==> config.mk <==
export PLATFORM = sky130hd
export DESIGN_NAME = prc_top
export DESIGN_NICKNAME = d
export VERILOG_FILES = /design/src/design/prc_pkg.sv /design/src/design/prc_top.sv /design/src/design/prc_retry_cnt.sv
export SDC_FILE = /design/constraint.sdc
export NUM_CORES = 1
export LEC_CHECK = 0
export BUFFER_PORTS_ARGS = -buffer_cell sky130_fd_sc_hd__buf_2
export CAP_MARGIN = 20
export CELL_PAD_IN_SITES_DETAIL_PLACEMENT = 1
export CELL_PAD_IN_SITES_GLOBAL_PLACEMENT = 1
export CORE_ASPECT_RATIO = 1.4
export CORE_MARGIN = 3
export CORE_UTILIZATION = 30
export CTS_BUF_LIST = sky130_fd_sc_hd__clkbuf_8
export DETAILED_ROUTE_END_ITERATION = 16
export MAX_ROUTING_LAYER = met4
export PLACE_DENSITY = 0.65
export SKIP_CTS_REPAIR_TIMING = 1
export SLEW_MARGIN = 20
export SYNTH_ARGS = -nofsm -noshare
export SYNTH_HDL_FRONTEND = slang
export SYNTH_SLANG_ARGS = --single-unit
==> constraint.sdc <==
create_clock -name I_CLK_SYS -period 3.1 [get_ports I_CLK_SYS]
set_input_delay 0 -clock I_CLK_SYS [delete_from_list [all_inputs] [get_ports I_CLK_SYS]]
set_output_delay 0 -clock I_CLK_SYS [all_outputs]
set_load 0.02 [all_outputs]
==> src/design/prc_pkg.sv <==
package prc_pkg;

  ////////////////////////////////////////////////////////////////////////////
  // Register byte addresses
  localparam logic [7:0]  ADDR_CTRL      = 8'h40;
  localparam logic [7:0]  ADDR_IRQ_STAT  = 8'h44;
  localparam logic [7:0]  ADDR_IRQ_CLR   = 8'h48;
  localparam logic [7:0]  ADDR_IRQ_EN    = 8'h4c;

  ////////////////////////////////////////////////////////////////////////////
  // Control word field positions
  localparam int          RM_LSB         = 4;
  localparam int          RL_LSB         = 6;
  localparam int          RD_LSB         = 8;
  localparam int          SPECIAL_BIT    = 10;
  localparam int          MAXBC_LSB      = 12;
  localparam int          FCU_BIT        = 15;
  localparam int          RSTAT_BIT      = 16;
  localparam int          RLIM_LSB       = 17;
  localparam int          SHORT_BIT      = 20;
  localparam logic [31:0] CTRL_RW_MASK   = 32'h0016_f7f0;
  localparam logic [31:0] CTRL_RESET     = 32'h0000_0000;

  ////////////////////////////////////////////////////////////////////////////
  // Interrupt bits
  localparam int          IRQ_W          = 2;
  localparam int          IRQ_EXPIRED    = 0;
  localparam int          IRQ_DISCARD    = 1;

  ////////////////////////////////////////////////////////////////////////////
  // Read command codes on the request port
  localparam logic [1:0]  CMD_READ       = 2'h0;
  localparam logic [1:0]  CMD_LINE       = 2'h1;
  localparam logic [1:0]  CMD_MULT       = 2'h2;

  // Fetch decisions
  localparam logic [1:0]  FETCH_LINE     = 2'h0;
  localparam logic [1:0]  FETCH_FULL     = 2'h1;
  localparam logic [1:0]  FETCH_DW1      = 2'h2;

  // Upstream read byte limits
  localparam logic [11:0] BC_128         = 12'h080;
  localparam logic [11:0] BC_256         = 12'h100;
  localparam logic [11:0] BC_512         = 12'h200;
  localparam logic [11:0] BC_1024        = 12'h400;
  localparam logic [11:0] BC_2048        = 12'h800;

  // Retry expiration limits
  localparam logic [31:0] RLIM_256       = 32'h0000_0100;
  localparam logic [31:0] RLIM_64K       = 32'h0001_0000;
  localparam logic [31:0] RLIM_2G        = 32'h8000_0000;

  // Short discard time, in PCI clocks
  localparam logic [15:0] SHORT_DISC_CLK = 16'h0040;

  typedef enum {PRC_IDLE, PRC_PEND, PRC_XFER, PRC_HOLD} prc_state_e;

endpackage

==> src/design/prc_top.sv <==
// Overview of operation
// - Read line: code 00 one line, 10 full
// - Line code 01: keep leftover after bridge disconnect
// - Line code 11: keep leftover however burst ended
// - PCI-X mode ignores prefetch mode fields
// - Plain read: 00 line, 10 full, 11 one dword
// - Special bit 0: changed command gets retry
// - Special bit 1: changed command still completes
// - Byte count field limits upstream read size
// - Credit update every two, or every one
// - Sticky retry-expired bit, write one clears
// - Retry limit none, 256, 64K or 2G
// - Short discard drops held data after 64 clocks
// - Read multiple: 00 one line, else full
module prc_top #(
  parameter int DISCARD_CYC = 1024
) (
  input  wire logic        I_CLK_SYS,
  input  wire logic        I_RST_B,
  input  wire logic [7:0]  I_REG_ADDR,
  input  wire logic [31:0] I_REG_WDATA,
  input  wire logic        I_REG_WR,
  input  wire logic        I_REG_RD,
  output logic      [31:0] O_REG_RDATA,
  input  wire logic        I_PCIX_MODE,
  input  wire logic        I_RD_REQ,
  input  wire logic [1:0]  I_RD_CMD,
  input  wire logic [31:0] I_RD_ADDR,
  input  wire logic [3:0]  I_RD_BE,
  input  wire logic        I_RD_PREF,
  input  wire logic        I_CPL_READY,
  input  wire logic        I_BURST_END,
  input  wire logic        I_BY_MASTER,
  input  wire logic        I_CREDIT_FREE,
  output logic             O_RD_RETRY,
  output logic             O_RD_DONE,
  output logic             O_FETCH_START,
  output logic      [1:0]  O_FETCH_MODE,
  output logic      [11:0] O_MAX_RD_BYTES,
  output logic             O_DATA_HELD,
  output logic             O_DISCARD,
  output logic             O_RETRY_EXPIRED,
  output logic             O_FC_UPDATE,
  output logic             O_IRQ
);

  if (DISCARD_CYC < 2 || DISCARD_CYC > 65535) begin : g_bad_discard
    $error("prc_top: DISCARD_CYC must lie in 2..65535");
  end

  ////////////////////////////////////////////////////////////////////////////
  // Register file
  logic [31:0]                ctrl_reg;
  logic [31:0]                ctrl_next;
  logic                       rstat_reg;
  logic                       rstat_next;
  logic [prc_pkg::IRQ_W-1:0]  irq_stat_reg;
  logic [prc_pkg::IRQ_W-1:0]  irq_stat_next;
  logic [prc_pkg::IRQ_W-1:0]  irq_en_reg;
  logic [prc_pkg::IRQ_W-1:0]  irq_events;
  logic [31:0]                rdata_reg;
  logic [31:0]                rdata_next;
  logic [31:0]                ctrl_view;
  logic                       wr_ctrl;
  logic                       wr_clr;
  logic                       wr_en;
  logic                       rd_ctrl;
  logic                       rd_stat;
  logic                       rd_en;
  logic                       ret_expired;
  logic                       disc_fire;

  assign wr_ctrl = I_REG_WR && (I_REG_ADDR == prc_pkg::ADDR_CTRL);
  assign wr_clr  = I_REG_WR && (I_REG_ADDR == prc_pkg::ADDR_IRQ_CLR);
  assign wr_en   = I_REG_WR && (I_REG_ADDR == prc_pkg::ADDR_IRQ_EN);
  assign rd_ctrl = I_REG_RD && (I_REG_ADDR == prc_pkg::ADDR_CTRL);
  assign rd_stat = I_REG_RD && (I_REG_ADDR == prc_pkg::ADDR_IRQ_STAT);
  assign rd_en   = I_REG_RD && (I_REG_ADDR == prc_pkg::ADDR_IRQ_EN);

  assign ctrl_next = wr_ctrl ? (I_REG_WDATA & prc_pkg::CTRL_RW_MASK) : ctrl_reg;
  // Hardware set wins over a same-cycle write-one clear
  assign rstat_next = ret_expired ||
                      (rstat_reg && !(wr_ctrl && I_REG_WDATA[prc_pkg::RSTAT_BIT]));
  assign ctrl_view = ctrl_reg | ({31'h0000_0000, rstat_reg} << prc_pkg::RSTAT_BIT);

  assign irq_events    = {disc_fire, ret_expired};
  assign irq_stat_next = irq_events |
                         (irq_stat_reg & ~(wr_clr ? I_REG_WDATA[prc_pkg::IRQ_W-1:0] : '0));

  // Unmapped and write-only addresses read as zero
  assign rdata_next = rd_ctrl ? ctrl_view :
                      rd_stat ? {30'h0000_0000, irq_stat_reg} :
                      rd_en   ? {30'h0000_0000, irq_en_reg} :
                                32'h0000_0000;

  always_ff @(posedge I_CLK_SYS) begin
    if (!I_RST_B) begin
      ctrl_reg     <= prc_pkg::CTRL_RESET;
      rstat_reg    <= 1'b0;
      irq_stat_reg <= '0;
      irq_en_reg   <= '0;
      rdata_reg    <= 32'h0000_0000;
    end else begin
      ctrl_reg     <= ctrl_next;
      rstat_reg    <= rstat_next;
      irq_stat_reg <= irq_stat_next;
      irq_en_reg   <= wr_en ? I_REG_WDATA[prc_pkg::IRQ_W-1:0] : irq_en_reg;
      rdata_reg    <= rdata_next;
    end
  end

  assign O_REG_RDATA = rdata_reg;
  assign O_IRQ       = |(irq_stat_reg & irq_en_reg);

  ////////////////////////////////////////////////////////////////////////////
  // Control fields
  logic [1:0]  f_rm;
  logic [1:0]  f_rl;
  logic [1:0]  f_rd;
  logic        f_special;
  logic [2:0]  f_maxbc;
  logic        f_fcu;
  logic [1:0]  f_rlim;
  logic        f_short;
  logic [11:0] max_bytes;
  logic [31:0] retry_limit;

  assign f_rm      = ctrl_reg[prc_pkg::RM_LSB +: 2];
  assign f_rl      = ctrl_reg[prc_pkg::RL_LSB +: 2];
  assign f_rd      = ctrl_reg[prc_pkg::RD_LSB +: 2];
  assign f_special = ctrl_reg[prc_pkg::SPECIAL_BIT];
  assign f_maxbc   = ctrl_reg[prc_pkg::MAXBC_LSB +: 3];
  assign f_fcu     = ctrl_reg[prc_pkg::FCU_BIT];
  assign f_rlim    = ctrl_reg[prc_pkg::RLIM_LSB +: 2];
  assign f_short   = ctrl_reg[prc_pkg::SHORT_BIT];

  // Codes 000, 011 and the rest fall back to 512 bytes
  assign max_bytes = (f_maxbc == 3'h1) ? prc_pkg::BC_128  :
                     (f_maxbc == 3'h2) ? prc_pkg::BC_256  :
                     (f_maxbc == 3'h4) ? prc_pkg::BC_1024 :
                     (f_maxbc == 3'h5) ? prc_pkg::BC_2048 :
                                         prc_pkg::BC_512;

  assign retry_limit = (f_rlim == 2'h1) ? prc_pkg::RLIM_256 :
                       (f_rlim == 2'h2) ? prc_pkg::RLIM_64K :
                       (f_rlim == 2'h3) ? prc_pkg::RLIM_2G  :
                                          32'h0000_0000;

  ////////////////////////////////////////////////////////////////////////////
  // Delayed read tracking
  prc_pkg::prc_state_e state_reg;
  prc_pkg::prc_state_e state_next;
  logic [31:0] pend_addr_reg;
  logic [3:0]  pend_be_reg;
  logic [1:0]  pend_cmd_reg;
  logic        pend_pref_reg;
  logic [15:0] disc_cnt_reg;
  logic [15:0] disc_limit;
  logic        req_match;
  logic        cmd_ok;
  logic        req_hit;
  logic        accept_new;
  logic        done_pend;
  logic        hold_hit;
  logic        retry_out;
  logic        retry_count;
  logic        keep_data;
  logic [1:0]  keep_sel;
  logic [1:0]  new_mode_sel;
  logic [1:0]  fetch_new;

  assign req_match = (I_RD_ADDR == pend_addr_reg) && (I_RD_BE == pend_be_reg);
  assign cmd_ok    = (I_RD_CMD == pend_cmd_reg) || f_special;
  assign req_hit   = I_RD_REQ && req_match && cmd_ok;

  assign accept_new  = (state_reg == prc_pkg::PRC_IDLE) && I_RD_REQ;
  assign done_pend   = (state_reg == prc_pkg::PRC_PEND) && req_hit && I_CPL_READY;
  assign hold_hit    = (state_reg == prc_pkg::PRC_HOLD) && req_hit;
  // Only requests matching the pending address and byte enables advance the retry count, whatever their command
  assign retry_count = (state_reg == prc_pkg::PRC_PEND) && I_RD_REQ && req_match &&
                       !done_pend;
  assign retry_out   = I_RD_REQ && !done_pend && !hold_hit;

  assign new_mode_sel = (I_RD_CMD == prc_pkg::CMD_LINE) ? f_rl : f_rm;
  // Non-prefetchable reads take only the addressed dword
  assign fetch_new = !I_RD_PREF  ? prc_pkg::FETCH_DW1  :
                     I_PCIX_MODE ? prc_pkg::FETCH_FULL :
                     (I_RD_CMD == prc_pkg::CMD_READ) ?
                       ((f_rd == 2'h2) ? prc_pkg::FETCH_FULL :
                        (f_rd == 2'h3) ? prc_pkg::FETCH_DW1  :
                                         prc_pkg::FETCH_LINE) :
                     (new_mode_sel == 2'h0) ? prc_pkg::FETCH_LINE :
                                              prc_pkg::FETCH_FULL;

  assign keep_sel  = (pend_cmd_reg == prc_pkg::CMD_LINE) ? f_rl :
                     (pend_cmd_reg == prc_pkg::CMD_MULT) ? f_rm : 2'h0;
  assign keep_data = pend_pref_reg && !I_PCIX_MODE &&
                     ((keep_sel == 2'h3) ||
                      ((keep_sel == 2'h1) && !I_BY_MASTER));

  assign disc_limit = f_short ? prc_pkg::SHORT_DISC_CLK : 16'(DISCARD_CYC);
  assign disc_fire  = (state_reg == prc_pkg::PRC_HOLD) && !hold_hit &&
                      (disc_cnt_reg == disc_limit - 16'h0001);

  always_comb begin
    state_next = state_reg;
    case (state_reg)
      prc_pkg::PRC_IDLE: begin
        if (I_RD_REQ) begin
          state_next = prc_pkg::PRC_PEND;
        end
      end
      prc_pkg::PRC_PEND: begin
        if (done_pend) begin
          state_next = prc_pkg::PRC_XFER;
        end else if (ret_expired) begin
          state_next = prc_pkg::PRC_IDLE;
        end
      end
      prc_pkg::PRC_XFER: begin
        if (I_BURST_END) begin
          state_next = keep_data ? prc_pkg::PRC_HOLD : prc_pkg::PRC_IDLE;
        end
      end
      prc_pkg::PRC_HOLD: begin
        if (hold_hit) begin
          state_next = prc_pkg::PRC_XFER;
        end else if (disc_fire) begin
          state_next = prc_pkg::PRC_IDLE;
        end
      end
      default: state_next = prc_pkg::PRC_IDLE;
    endcase
  end

  prc_retry_cnt #(
    .W (32)
  ) u_retry_cnt (
    .i_clk     (I_CLK_SYS),
    .i_rst_b   (I_RST_B),
    .i_clear   (accept_new || done_pend),
    .i_retry   (retry_count),
    .i_limit   (retry_limit),
    .o_expired (ret_expired)
  );

  always_ff @(posedge I_CLK_SYS) begin
    if (!I_RST_B) begin
      state_reg     <= prc_pkg::PRC_IDLE;
      pend_addr_reg <= 32'h0000_0000;
      pend_be_reg   <= 4'h0;
      pend_cmd_reg  <= 2'h0;
      pend_pref_reg <= 1'b0;
    end else begin
      state_reg <= state_next;
      if (accept_new) begin
        pend_addr_reg <= I_RD_ADDR;
        pend_be_reg   <= I_RD_BE;
        pend_cmd_reg  <= I_RD_CMD;
        pend_pref_reg <= I_RD_PREF;
      end
    end
  end

  always_ff @(posedge I_CLK_SYS) begin
    if (!I_RST_B || state_reg != prc_pkg::PRC_HOLD) begin
      disc_cnt_reg <= 16'h0000;
    end else begin
      disc_cnt_reg <= disc_cnt_reg + 16'h0001;
    end
  end

  ////////////////////////////////////////////////////////////////////////////
  // Flow control credit pacing
  logic fc_half_reg;
  logic fc_fire;

  assign fc_fire = I_CREDIT_FREE && (f_fcu || fc_half_reg);

  always_ff @(posedge I_CLK_SYS) begin
    if (!I_RST_B || f_fcu) begin
      fc_half_reg <= 1'b0;
    end else if (I_CREDIT_FREE) begin
      fc_half_reg <= !fc_half_reg;
    end
  end

  ////////////////////////////////////////////////////////////////////////////
  // Registered outputs, and O_DATA_HELD decoded from state_reg
  always_ff @(posedge I_CLK_SYS) begin
    if (!I_RST_B) begin
      O_RD_RETRY      <= 1'b0;
      O_RD_DONE       <= 1'b0;
      O_FETCH_START   <= 1'b0;
      O_FETCH_MODE    <= prc_pkg::FETCH_LINE;
      O_MAX_RD_BYTES  <= prc_pkg::BC_512;
      O_DISCARD       <= 1'b0;
      O_RETRY_EXPIRED <= 1'b0;
      O_FC_UPDATE     <= 1'b0;
    end else begin
      O_RD_RETRY      <= retry_out;
      O_RD_DONE       <= done_pend || hold_hit;
      O_FETCH_START   <= accept_new;
      O_FETCH_MODE    <= accept_new ? fetch_new : O_FETCH_MODE;
      O_MAX_RD_BYTES  <= accept_new ? max_bytes : O_MAX_RD_BYTES;
      O_DISCARD       <= disc_fire;
      O_RETRY_EXPIRED <= ret_expired;
      O_FC_UPDATE     <= fc_fire;
    end
  end

  assign O_DATA_HELD = (state_reg == prc_pkg::PRC_HOLD);

  ////////////////////////////////////////////////////////////////////////////
  // Checks
  logic [15:0] hold_age_reg;
  logic        short_d_reg;

  always_ff @(posedge I_CLK_SYS) begin
    if (!I_RST_B) begin
      hold_age_reg <= 16'h0000;
      short_d_reg  <= 1'b0;
    end else begin
      hold_age_reg <= O_DATA_HELD ? hold_age_reg + 16'h0001 : 16'h0000;
      short_d_reg  <= f_short;
    end
  end
endmodule

==> src/design/prc_retry_cnt.sv <==
module prc_retry_cnt #(
  parameter int W = 32
) (
  input  wire logic         i_clk,
  input  wire logic         i_rst_b,
  input  wire logic         i_clear,
  input  wire logic         i_retry,
  input  wire logic [W-1:0] i_limit,
  output logic              o_expired
);

  logic [W-1:0] count_reg;
  logic [W-1:0] count_inc;
  logic         hit;

  if (W < 32) begin : g_bad_width
    $error("prc_retry_cnt: W must hold the 2G limit");
  end

  // A zero limit means retries never expire
  assign count_inc = count_reg + {{(W-1){1'b0}}, 1'b1};
  assign hit       = (i_limit != '0) && (count_inc == i_limit);
  assign o_expired = i_retry && hit;

  always_ff @(posedge i_clk) begin
    if (!i_rst_b || i_clear || o_expired) begin
      count_reg <= '0;
    end else if (i_retry) begin
      count_reg <= count_inc;
    end
  end

endmodule

# ---- Yosys cells after proc, flatten, opt, wreduce, memory -nomap -nowiden
# Index checks and enable logic that the tools add are counted.
dict set report word_totals {
  regBits 191
  inputBits 89
  word_cells 143
}
dict set report op_classes {
  addsub 3
  eq_ne 33
  n_mux 29
  bitwise_logic 5
  reduce_logical 52
}
# cell count
set op_table {}
lappend op_table {{$mux 32} 9}
lappend op_table {{$pmux 32 s4} 1}
lappend op_table {{$eq 32x2->1 const B} 3}
lappend op_table {{$eq 32x32->1} 2}
lappend op_table {{$logic_not 32->1} 2}
lappend op_table {{$mux 12} 4}
lappend op_table {{$add 32x1->32 const B} 1}
lappend op_table {{$eq 32x1->1 const B} 1}
lappend op_table {{$eq 32x3->1 const B} 1}
lappend op_table {{$eq 8x7->1 const B} 4}
lappend op_table {{$ne 32x3->1 const B} 1}
lappend op_table {{$reduce_bool 32->1} 1}
lappend op_table {{$logic_and 1x1->1} 28}
lappend op_table {{$mux 2} 12}
lappend op_table {{$mux 21} 1}
lappend op_table {{$or 21x17->21} 1}
lappend op_table {{$add 16x1->16 const B} 1}
lappend op_table {{$eq 16x16->1} 1}
lappend op_table {{$eq 2x2->1 const B} 6}
lappend op_table {{$sub 11x1->12 const B} 1}
lappend op_table {{$mux 11} 1}
lappend op_table {{$logic_or 1x1->1} 10}
lappend op_table {{$eq 2x1->1 const B} 4}
lappend op_table {{$logic_not 1->1} 7}
lappend op_table {{other kinds (14)} 19}

# ---- Longest topological paths before layout
# Gate-level depths: netlist of the first run.
dict set report depth {
  depth_word 12
  mapped_depth 10
}

# ---- Cells and area by module
# A second synthesis of the first run with hierarchy kept.
dict set report unflattened {
  cells_unflattened 869
  area_unflattened_um2 7254.5
}
# module n_inst cells_each area_per_inst_um2 seq_area_each_um2
set modules_own_cells {}
lappend modules_own_cells {prc_top 1 526 4610.7 2142.1}
lappend modules_own_cells {prc_retry_cnt 1 343 2643.8 640.6}

# ---- Worst setup path before layout of the first run
# Ideal clock, no wire load.
dict set report synth_timing {
  path_type {register to register}
  startpoint {register u_retry_cnt.count_reg[0]}
  endpoint {register O_RETRY_EXPIRED}
  setup_ps 60
  arrival_ps 2443
  setup_slack_ps 597
  path_stages_with_launch 11
  path_buffers 2
  synth_period_minus_slack_ps 2503
  cell_sequence {dfxtp_1 ha_1 clkbuf_1 and2_1 and4_1 clkbuf_1 a311o_1 a211oi_1 nand4_1 nor4b_4 and2_1}
}
dict set report synth_between {
  elab_chain_cells 4
}
# element line_no
set synth_rtl {}
lappend synth_rtl {{from (decl)} prc_retry_cnt.sv:12} ;# logic [W-1:0] count_reg;
lappend synth_rtl {{from (signal assigned)} prc_retry_cnt.sv:29} ;# count_reg <= count_inc;
lappend synth_rtl {{$add 32x1->32} prc_retry_cnt.sv:21} ;# assign count_inc = count_reg + {{(W-1){1'b0}}, 1'b1};
lappend synth_rtl {{$eq 32x32->1} prc_retry_cnt.sv:22} ;# assign hit = (i_limit != '0) && (count_inc == i_limit);
lappend synth_rtl {{$logic_and 1x1->1} prc_retry_cnt.sv:22}
lappend synth_rtl {{$logic_and 1x1->1} prc_retry_cnt.sv:23} ;# assign o_expired = i_retry && hit;
lappend synth_rtl {{to (signal assigned)} prc_top.sv:307} ;# O_RETRY_EXPIRED <= ret_expired;
lappend synth_rtl {{to (decl)} prc_top.sv:42} ;# output logic O_RETRY_EXPIRED,
# No other way between the ends.
# A chain may end at the register's enable or synchronous reset.

# ---- Final worst setup path of the first run
dict set report layout_timing {
  startpoint {register pend_addr_reg[24]}
  endpoint {register O_RETRY_EXPIRED}
}
dict set report layout_between {
  elab_chain_cells 9
  elab_cells_between_ends 10
  classes_between {1 x eq/ne; 9 x reduce/logical}
}
# element line_no
set layout_rtl {}
lappend layout_rtl {{from (decl)} prc_top.sv:153} ;# logic [31:0] pend_addr_reg;
lappend layout_rtl {{from (signal assigned)} prc_top.sv:250} ;# pend_addr_reg <= 32'h0000_0000;
lappend layout_rtl {{from (signal assigned)} prc_top.sv:257} ;# pend_addr_reg <= I_RD_ADDR;
lappend layout_rtl {{$eq 32x32->1 (*)} prc_top.sv:172} ;# assign req_match = (I_RD_ADDR == pend_addr_reg) && (I_RD_BE == pend_be_reg);
lappend layout_rtl {{$logic_and 1x1->1 (*)} prc_top.sv:172}
lappend layout_rtl {{$logic_and 1x1->1 (2 in a row)} prc_top.sv:174} ;# assign req_hit = I_RD_REQ && req_match && cmd_ok;
lappend layout_rtl {{$logic_and 1x1->1 (2 in a row)} prc_top.sv:177} ;# assign done_pend = (state_reg == prc_pkg::PRC_PEND) && req_hit && I_CPL_READY;
lappend layout_rtl {{$logic_not 1->1} prc_top.sv:181} ;# !done_pend;
lappend layout_rtl {{$logic_and 1x1->1 (*)} prc_top.sv:180} ;# assign retry_count = (state_reg == prc_pkg::PRC_PEND) && I_RD_REQ && req_match &&
lappend layout_rtl {{$logic_and 1x1->1 (*)} prc_retry_cnt.sv:23}
# Mark *: on every way between the ends. The rest lies on a longest branch, timed or not.

==> results of run 1 <==
through the flow:
| step | total power (W) | hold WS, ps | setup slack (ps) | cell area (um^2) | instances |
|---|---|---|---|---|---|
| floorplan | 0.00207 | 101 | 597 | 7020 | 789 |
| global placement | 0.00216 | 233 | 299 | 7790 | 1157 |
| detailed placement | 0.00217 | 237 | 298 | 7790 | 1157 |
| CTS | 0.00379 | -280 | 208 | 8220 | 1189 |
| global route | 0.00396 | 3.86 | 18.0 | 8890 | 1256 |
| finish | 0.00380 | -8.42 | 204 | 8890 | 1256 |
report_power, final:
part / leakage (nW) / internal, W / switching (W)
clock: 0.217 / 0.000886 / 0.000726
sequential: 1.13 / 0.00182 / 0.0000249
combinational: 2.24 / 0.000168 / 0.000177
total: 3.59 / 0.00287 / 0.000928
worst max-delay path, stage by stage (launching register included):
cell,delay [ps]
dfxtp_1,330
xnor2_1,240
nand4b_1,140
or4_4,600
nor4_1,620
nand4_1,270
nor4b_4,330
buf_4,190
and2_1,120
layer usage:
metal  vias to the layer above  track usage [%]  wire (um)
met5                         -                -          0
met4                         0             6.40        486
met3                        32             3.79        715
met2                       135             30.6      11300
met1                      3051             17.9       8320
li1                       3047                -          -
kinds of logic after synthesis:
group,after synthesis
compound gates,106
xor+xnor,96
fa+ha+maj,2
buf+inv,75
flops,139
mux,22
other cells,1
simple gates,327
placed cells by master (no fill, tap or decap), drive strengths merged, types with 19 or more instances in the layout:
cell type / count
dfxtp: 139
buf: 134
dlygate4sd3: 67
nor2: 65
xor2: 52
nand2: 50
xnor2: 43
a22o: 40
nand4: 38
and2: 30
nand3: 28
conb: 22
mux2i: 21
nor2b: 19
nor4: 19
cell type report:
class,instances,area (um^2)
timing repair buffer,201,1430
clock buffer,18,248
sequential,139,2780
tap,301,377
inverter,8,30.0
clock inverter,14,179
multi-input combinational,575,3850
fill,2677,13800
worst max-delay path by stage:
stage	endpoint	slack (ps)	cells past startpoint
floorplan	O_RETRY_EXPIRED	600	10
global placement	O_RETRY_EXPIRED	300	8
detailed placement	O_RETRY_EXPIRED	300	8
CTS	O_RETRY_EXPIRED	210	8
global route	u_retry_cnt.count_reg[31]	20	8
finish	O_RETRY_EXPIRED	200	8
==> flow_summary.json, run 1 <==
{
  "ys_async_sr_fraction_pct": 0,
  "antenna_found_initial": 0,
  "setup_viol": 0,
  "grt_pass1_wl_mm": 32.5,
  "hold_ws_ps": -8.42,
  "core.rowCount": 65,
  "finalHoldViolations": 2,
  "clk_pin_slew_ps": 80,
  "fin_nets": 1033,
  "clock-sinks": 139,
  "synth_area_per_cell_um2": 9.04,
  "utilization_pct": 39.2,
  "area_delta_synth_final_pct": 28.0,
  "timing.fmax_mhz": 345,
  "synth_cell_type_count": 66,
  "vias_per_cell": 4.99,
  "fin_setup_tns_ps": 0,
  "synth_most_common_cell": "dfxtp_1",
  "fin_crit_ps": 2900,
  "crit_start": "pend_addr_reg[24]",
  "dr.pass1.iters": 4,
  "clk_latency_ps": 460,
  "cts_tree": "done",
  "min_to": "state_reg[0]",
  "synth_fa_ha_area_share_pct": 0.360,
  "synth_xor_area_share_pct": 12.3,
  "diodes": 0,
  "peakVddDrop_mv": 0.305,
  "worst_pin_slew_ps": 988,
  "ys_warn_count": 0,
  "portBuffers": 105,
  "slew_headroom_pct": 32.4,
  "cts_made_buffers": 17,
  "synth_edf_count": 0,
  "yosys.area_share.simple_pct": 26.1,
  "endpoint_kind": "flop",
  "ys_ff_latch": 139,
  "powerDensity_nw_per_um2": 428,
  "cts.htree.levels": 4,
  "ant_nets": 0,
  "cts_buffer_depth": 2,
  "grt_use_total_pct": 16.9,
  "floorplan.initialDensity_pct": 30.6,
  "num_vias": 6265,
  "violations": "negative hold slack",
  "dp_hpwl_mm": 14.8,
  "syn-instance-count": 768,
  "die_width_um": 135,
  "io_pins": 143,
  "power.leakage_nw": 3.59,
  "yosys-top-cells-count": "dfxtp_1 (139), nor2_1 (65), xor2_1 (52)",
  "finalClockSkew_ps": 10.2,
  "syn_area_um2": 6950,
  "reg2regPathDepth": 8,
  "drcViolationCount": 0,
  "wl_per_cell_um": 16.6,
  "seq_area_frac_synth_pct": 40.1,
  "fin_crit_sh_pct": 93.4,
  "yosys-top-cells-area": "dfxtp_1 (40%), xor2_1 (6.6%), xnor2_1 (5.4%)",
  "crit_type": "reg -> reg",
  "dominantRegCellSynth": "dfxtp_1",
  "grt_setup_unrepaired": "false",
  "wl_mm": 20.8,
  "min_from": "I_CPL_READY",
  "cp-start-kind": "flop",
  "die_h_um": 186,
  "crit_required_ps": 3510,
  "die_area_um2": 25000,
  "first_global_vias": 6261,
  "r2r_end": "O_RETRY_EXPIRED",
  "synth_top_cell_area_share_pct": 40.1,
  "maxSlewViolCount": 0,
  "hold_path_class": "in -> reg",
  "drive_above_1_share_pct": 19.0,
  "outcome": "finished with violations",
  "gp_congestion": 0.867,
  "path_max_fanout": 4,
  "rr_startpoint": "pend_addr_reg[24]",
  "rrSetupSlack_ps": 200,
  "overflow": 0,
  "drt-initial-drc-count": 205,
  "cp.arrival_ps": 3300,
  "maxCapViolations": 0,
  "synth.mux.area_fraction_pct": 3.19,
  "synth_top_cell_by_area": "dfxtp_1",
  "whs_path_depth": 4,
  "root_buffer": "clkbuf_8",
  "synth-compound-area-share_pct": 12.1,
  "core_area_um2": 22700,
  "grt_max_degree": 44,
  "synth_top_family_by_area": "simple AND/OR/NAND/NOR gates"
}
Power figures use the tool's default switching activity.
==> run 2, diff against run 1 <==
--- a/config.mk
+++ b/config.mk
@@ -10,7 +10,6 @@
 export CELL_PAD_IN_SITES_DETAIL_PLACEMENT = 1
 export CELL_PAD_IN_SITES_GLOBAL_PLACEMENT = 1
 export CORE_ASPECT_RATIO = 1.4
-export CORE_MARGIN = 3
 export CORE_UTILIZATION = 30
 export CTS_BUF_LIST = sky130_fd_sc_hd__clkbuf_8
 export DETAILED_ROUTE_END_ITERATION = 16
==> run 2 against run 1 <==
The flow now finishes without violations. Fmax up 5.1%. Count of clock-buffer cells in the layout up 1. Non-clock buffer count up 5. Sequential power is essentially flat. Global-route usage up 1.3 points. Utilization is 0.26 points higher. Final area increased by 0.30%. Highest routed layer unchanged. Power down 0.92%. Die area shrank 5.1%. Worst hold slack gained 30 ps.
==> flow_summary.json, run 2 (synthesized netlist as in run 1, its figures left out) <==
{
  "crit_required_ps": 3510,
  "antenna_found_initial": 0,
  "cp-start-kind": "flop",
  "mostFrequentLayoutCells": "dfxtp_1 (139), buf_2 (105), dlygate4sd3_1 (68)",
  "first_global_vias": 6165,
  "cts_tree": "done",
  "outcome": "completed",
  "timing.fmax_mhz": 363,
  "overflow": 0,
  "fin_nets": 1038,
  "crit_type": "reg -> reg",
  "floorplan.initialDensity_pct": 30.7,
  "power.leakage_nw": 3.60,
  "clock-sinks": 139,
  "fin_ws_ps": 346,
  "endpoint_kind": "flop",
  "die_h_um": 182,
  "cts_buffer_depth": 2,
  "peakVddDrop_mv": 0.348,
  "core_area_um2": 22600,
  "io_pins": 143,
  "cts_made_buffers": 17,
  "path_max_fanout": 11,
  "portBuffers": 105,
  "num_vias": 6272,
  "whs_path_depth": 4,
  "fin_setup_tns_ps": 0,
  "dr.pass1.iters": 4,
  "finalClockSkew_ps": 15.9,
  "cp.arrival_ps": 3160,
  "powerDensity_nw_per_um2": 423,
  "gp_congestion": 0.915,
  "slowest_stage": "dfxtp_1",
  "dp_slack_ps": 389,
  "maxSlewViolCount": 0,
  "cts.htree.levels": 4,
  "diodes": 0,
  "grt_max_degree": 44,
  "grt_use_total_pct": 18.2,
  "drive_above_1_share_pct": 19.3,
  "maxCapViolations": 0,
  "wl_mm": 21.4,
  "grt_setup_unrepaired": "false",
  "drt-initial-drc-count": 217,
  "die_width_um": 131,
  "area_delta_synth_final_pct": 28.4,
  "final_common_cell": "dfxtp_1",
  "setup_viol": 0,
  "dp_hpwl_mm": 14.8,
  "multi_input_area_um2": 3850,
  "core.rowCount": 65,
  "grt_pass1_wl_mm": 32.1,
  "regArea_um2": 2780,
  "die_area_um2": 23800,
  "final_area_um2": 8910,
  "fin_crit_ps": 2750,
  "root_buffer": "clkbuf_8",
  "vias_per_cell": 4.97,
  "clk_pin_slew_ps": 90,
  "wl_per_cell_um": 17.0,
  "hold_path_class": "in -> reg",
  "finalHoldViolations": 0,
  "clk_latency_ps": 470,
  "critical-path-max-stage-delay_ps": 540,
  "slew_headroom_pct": 46.2,
  "fin_crit_sh_pct": 88.8,
  "nFillCells": 2728,
  "ant_nets": 0,
  "worst_pin_slew_ps": 807,
  "reg2regPathDepth": 8,
  "drcViolationCount": 0,
  "dpl_cell_area_um2": 7820,
  "crit_chain": "and3_1, nand4_2, o41ai_1, nand4_1, a2111oi_2, nor4b_4, buf_4, and2_1"
}
==> run 2: cell count changes in the layout (fill, tap and decap cells not counted) <==
cell,delta
buf_4,+4
bufinv_16,-1
clkbuf_8,+1
clkinv_4,+2
clkinvlp_4,-2
dlygate4sd3_1,+1
==> run 2: final timing paths <==
kind	start	endpoint	slack [ps]
min reg2reg	O_MAX_RD_BYTES[7]	O_MAX_RD_BYTES[7]	450
max	u_retry_cnt.count_reg[21]	O_RETRY_EXPIRED	350
max reg2reg	u_retry_cnt.count_reg[21]	O_RETRY_EXPIRED	350
min	I_REG_ADDR[2]	rstat_reg	20
==> run 2: worst max-delay path: cells and delay by family, from the launching register on <==
| family | cells | cell delay (ps) |
|---|---|---|
| simple gates | 5 | 1110 |
| compound gates | 2 | 810 |
| flops | 1 | 540 |
| buf+inv | 1 | 210 |
==> run 2: report_power, final <==
part / leakage (nW) / switching (W) / internal [W]
clock: 0.218 / 0.000745 / 0.000830
combinational: 2.26 / 0.000178 / 0.000169
sequential: 1.13 / 0.0000254 / 0.00182
total: 3.60 / 0.000948 / 0.00282
==> run 2: per-layer routing <==
| layer | share of wire [%] | vias to the layer above | track usage (%) |
|---|---|---|---|
| li1 | - | 3049 | - |
| met1 | 39 | 3059 | 19.8 |
| met4 | 3.0 | 0 | 8.00 |
| met5 | 0 | - | - |
| met2 | 54 | 131 | 31.2 |
| met3 | 3.4 | 33 | 3.80 |
==> run 2: cell type report <==
class,instances,area share (%)
Sequential cell,139,31.2
Clock inverter,13,1.70
Timing Repair Buffer,206,16.4
Inverter,8,0.337
Tap cell,301,4.22
Multi-Input combinational cell,575,43.1
Clock buffer,19,2.93
==> run 2: through the flow <==
step	hold slack (ps)	instances	utilization (%)	total power, W
after floorplan	101	789	-	0.00207
after global placement	233	1161	34.6	0.00216
after detailed placement	241	1161	34.6	0.00217
after CTS	-270	1193	36.4	0.00375
after global routing	27.6	1261	39.4	0.00393
final	21.9	1261	39.4	0.00377
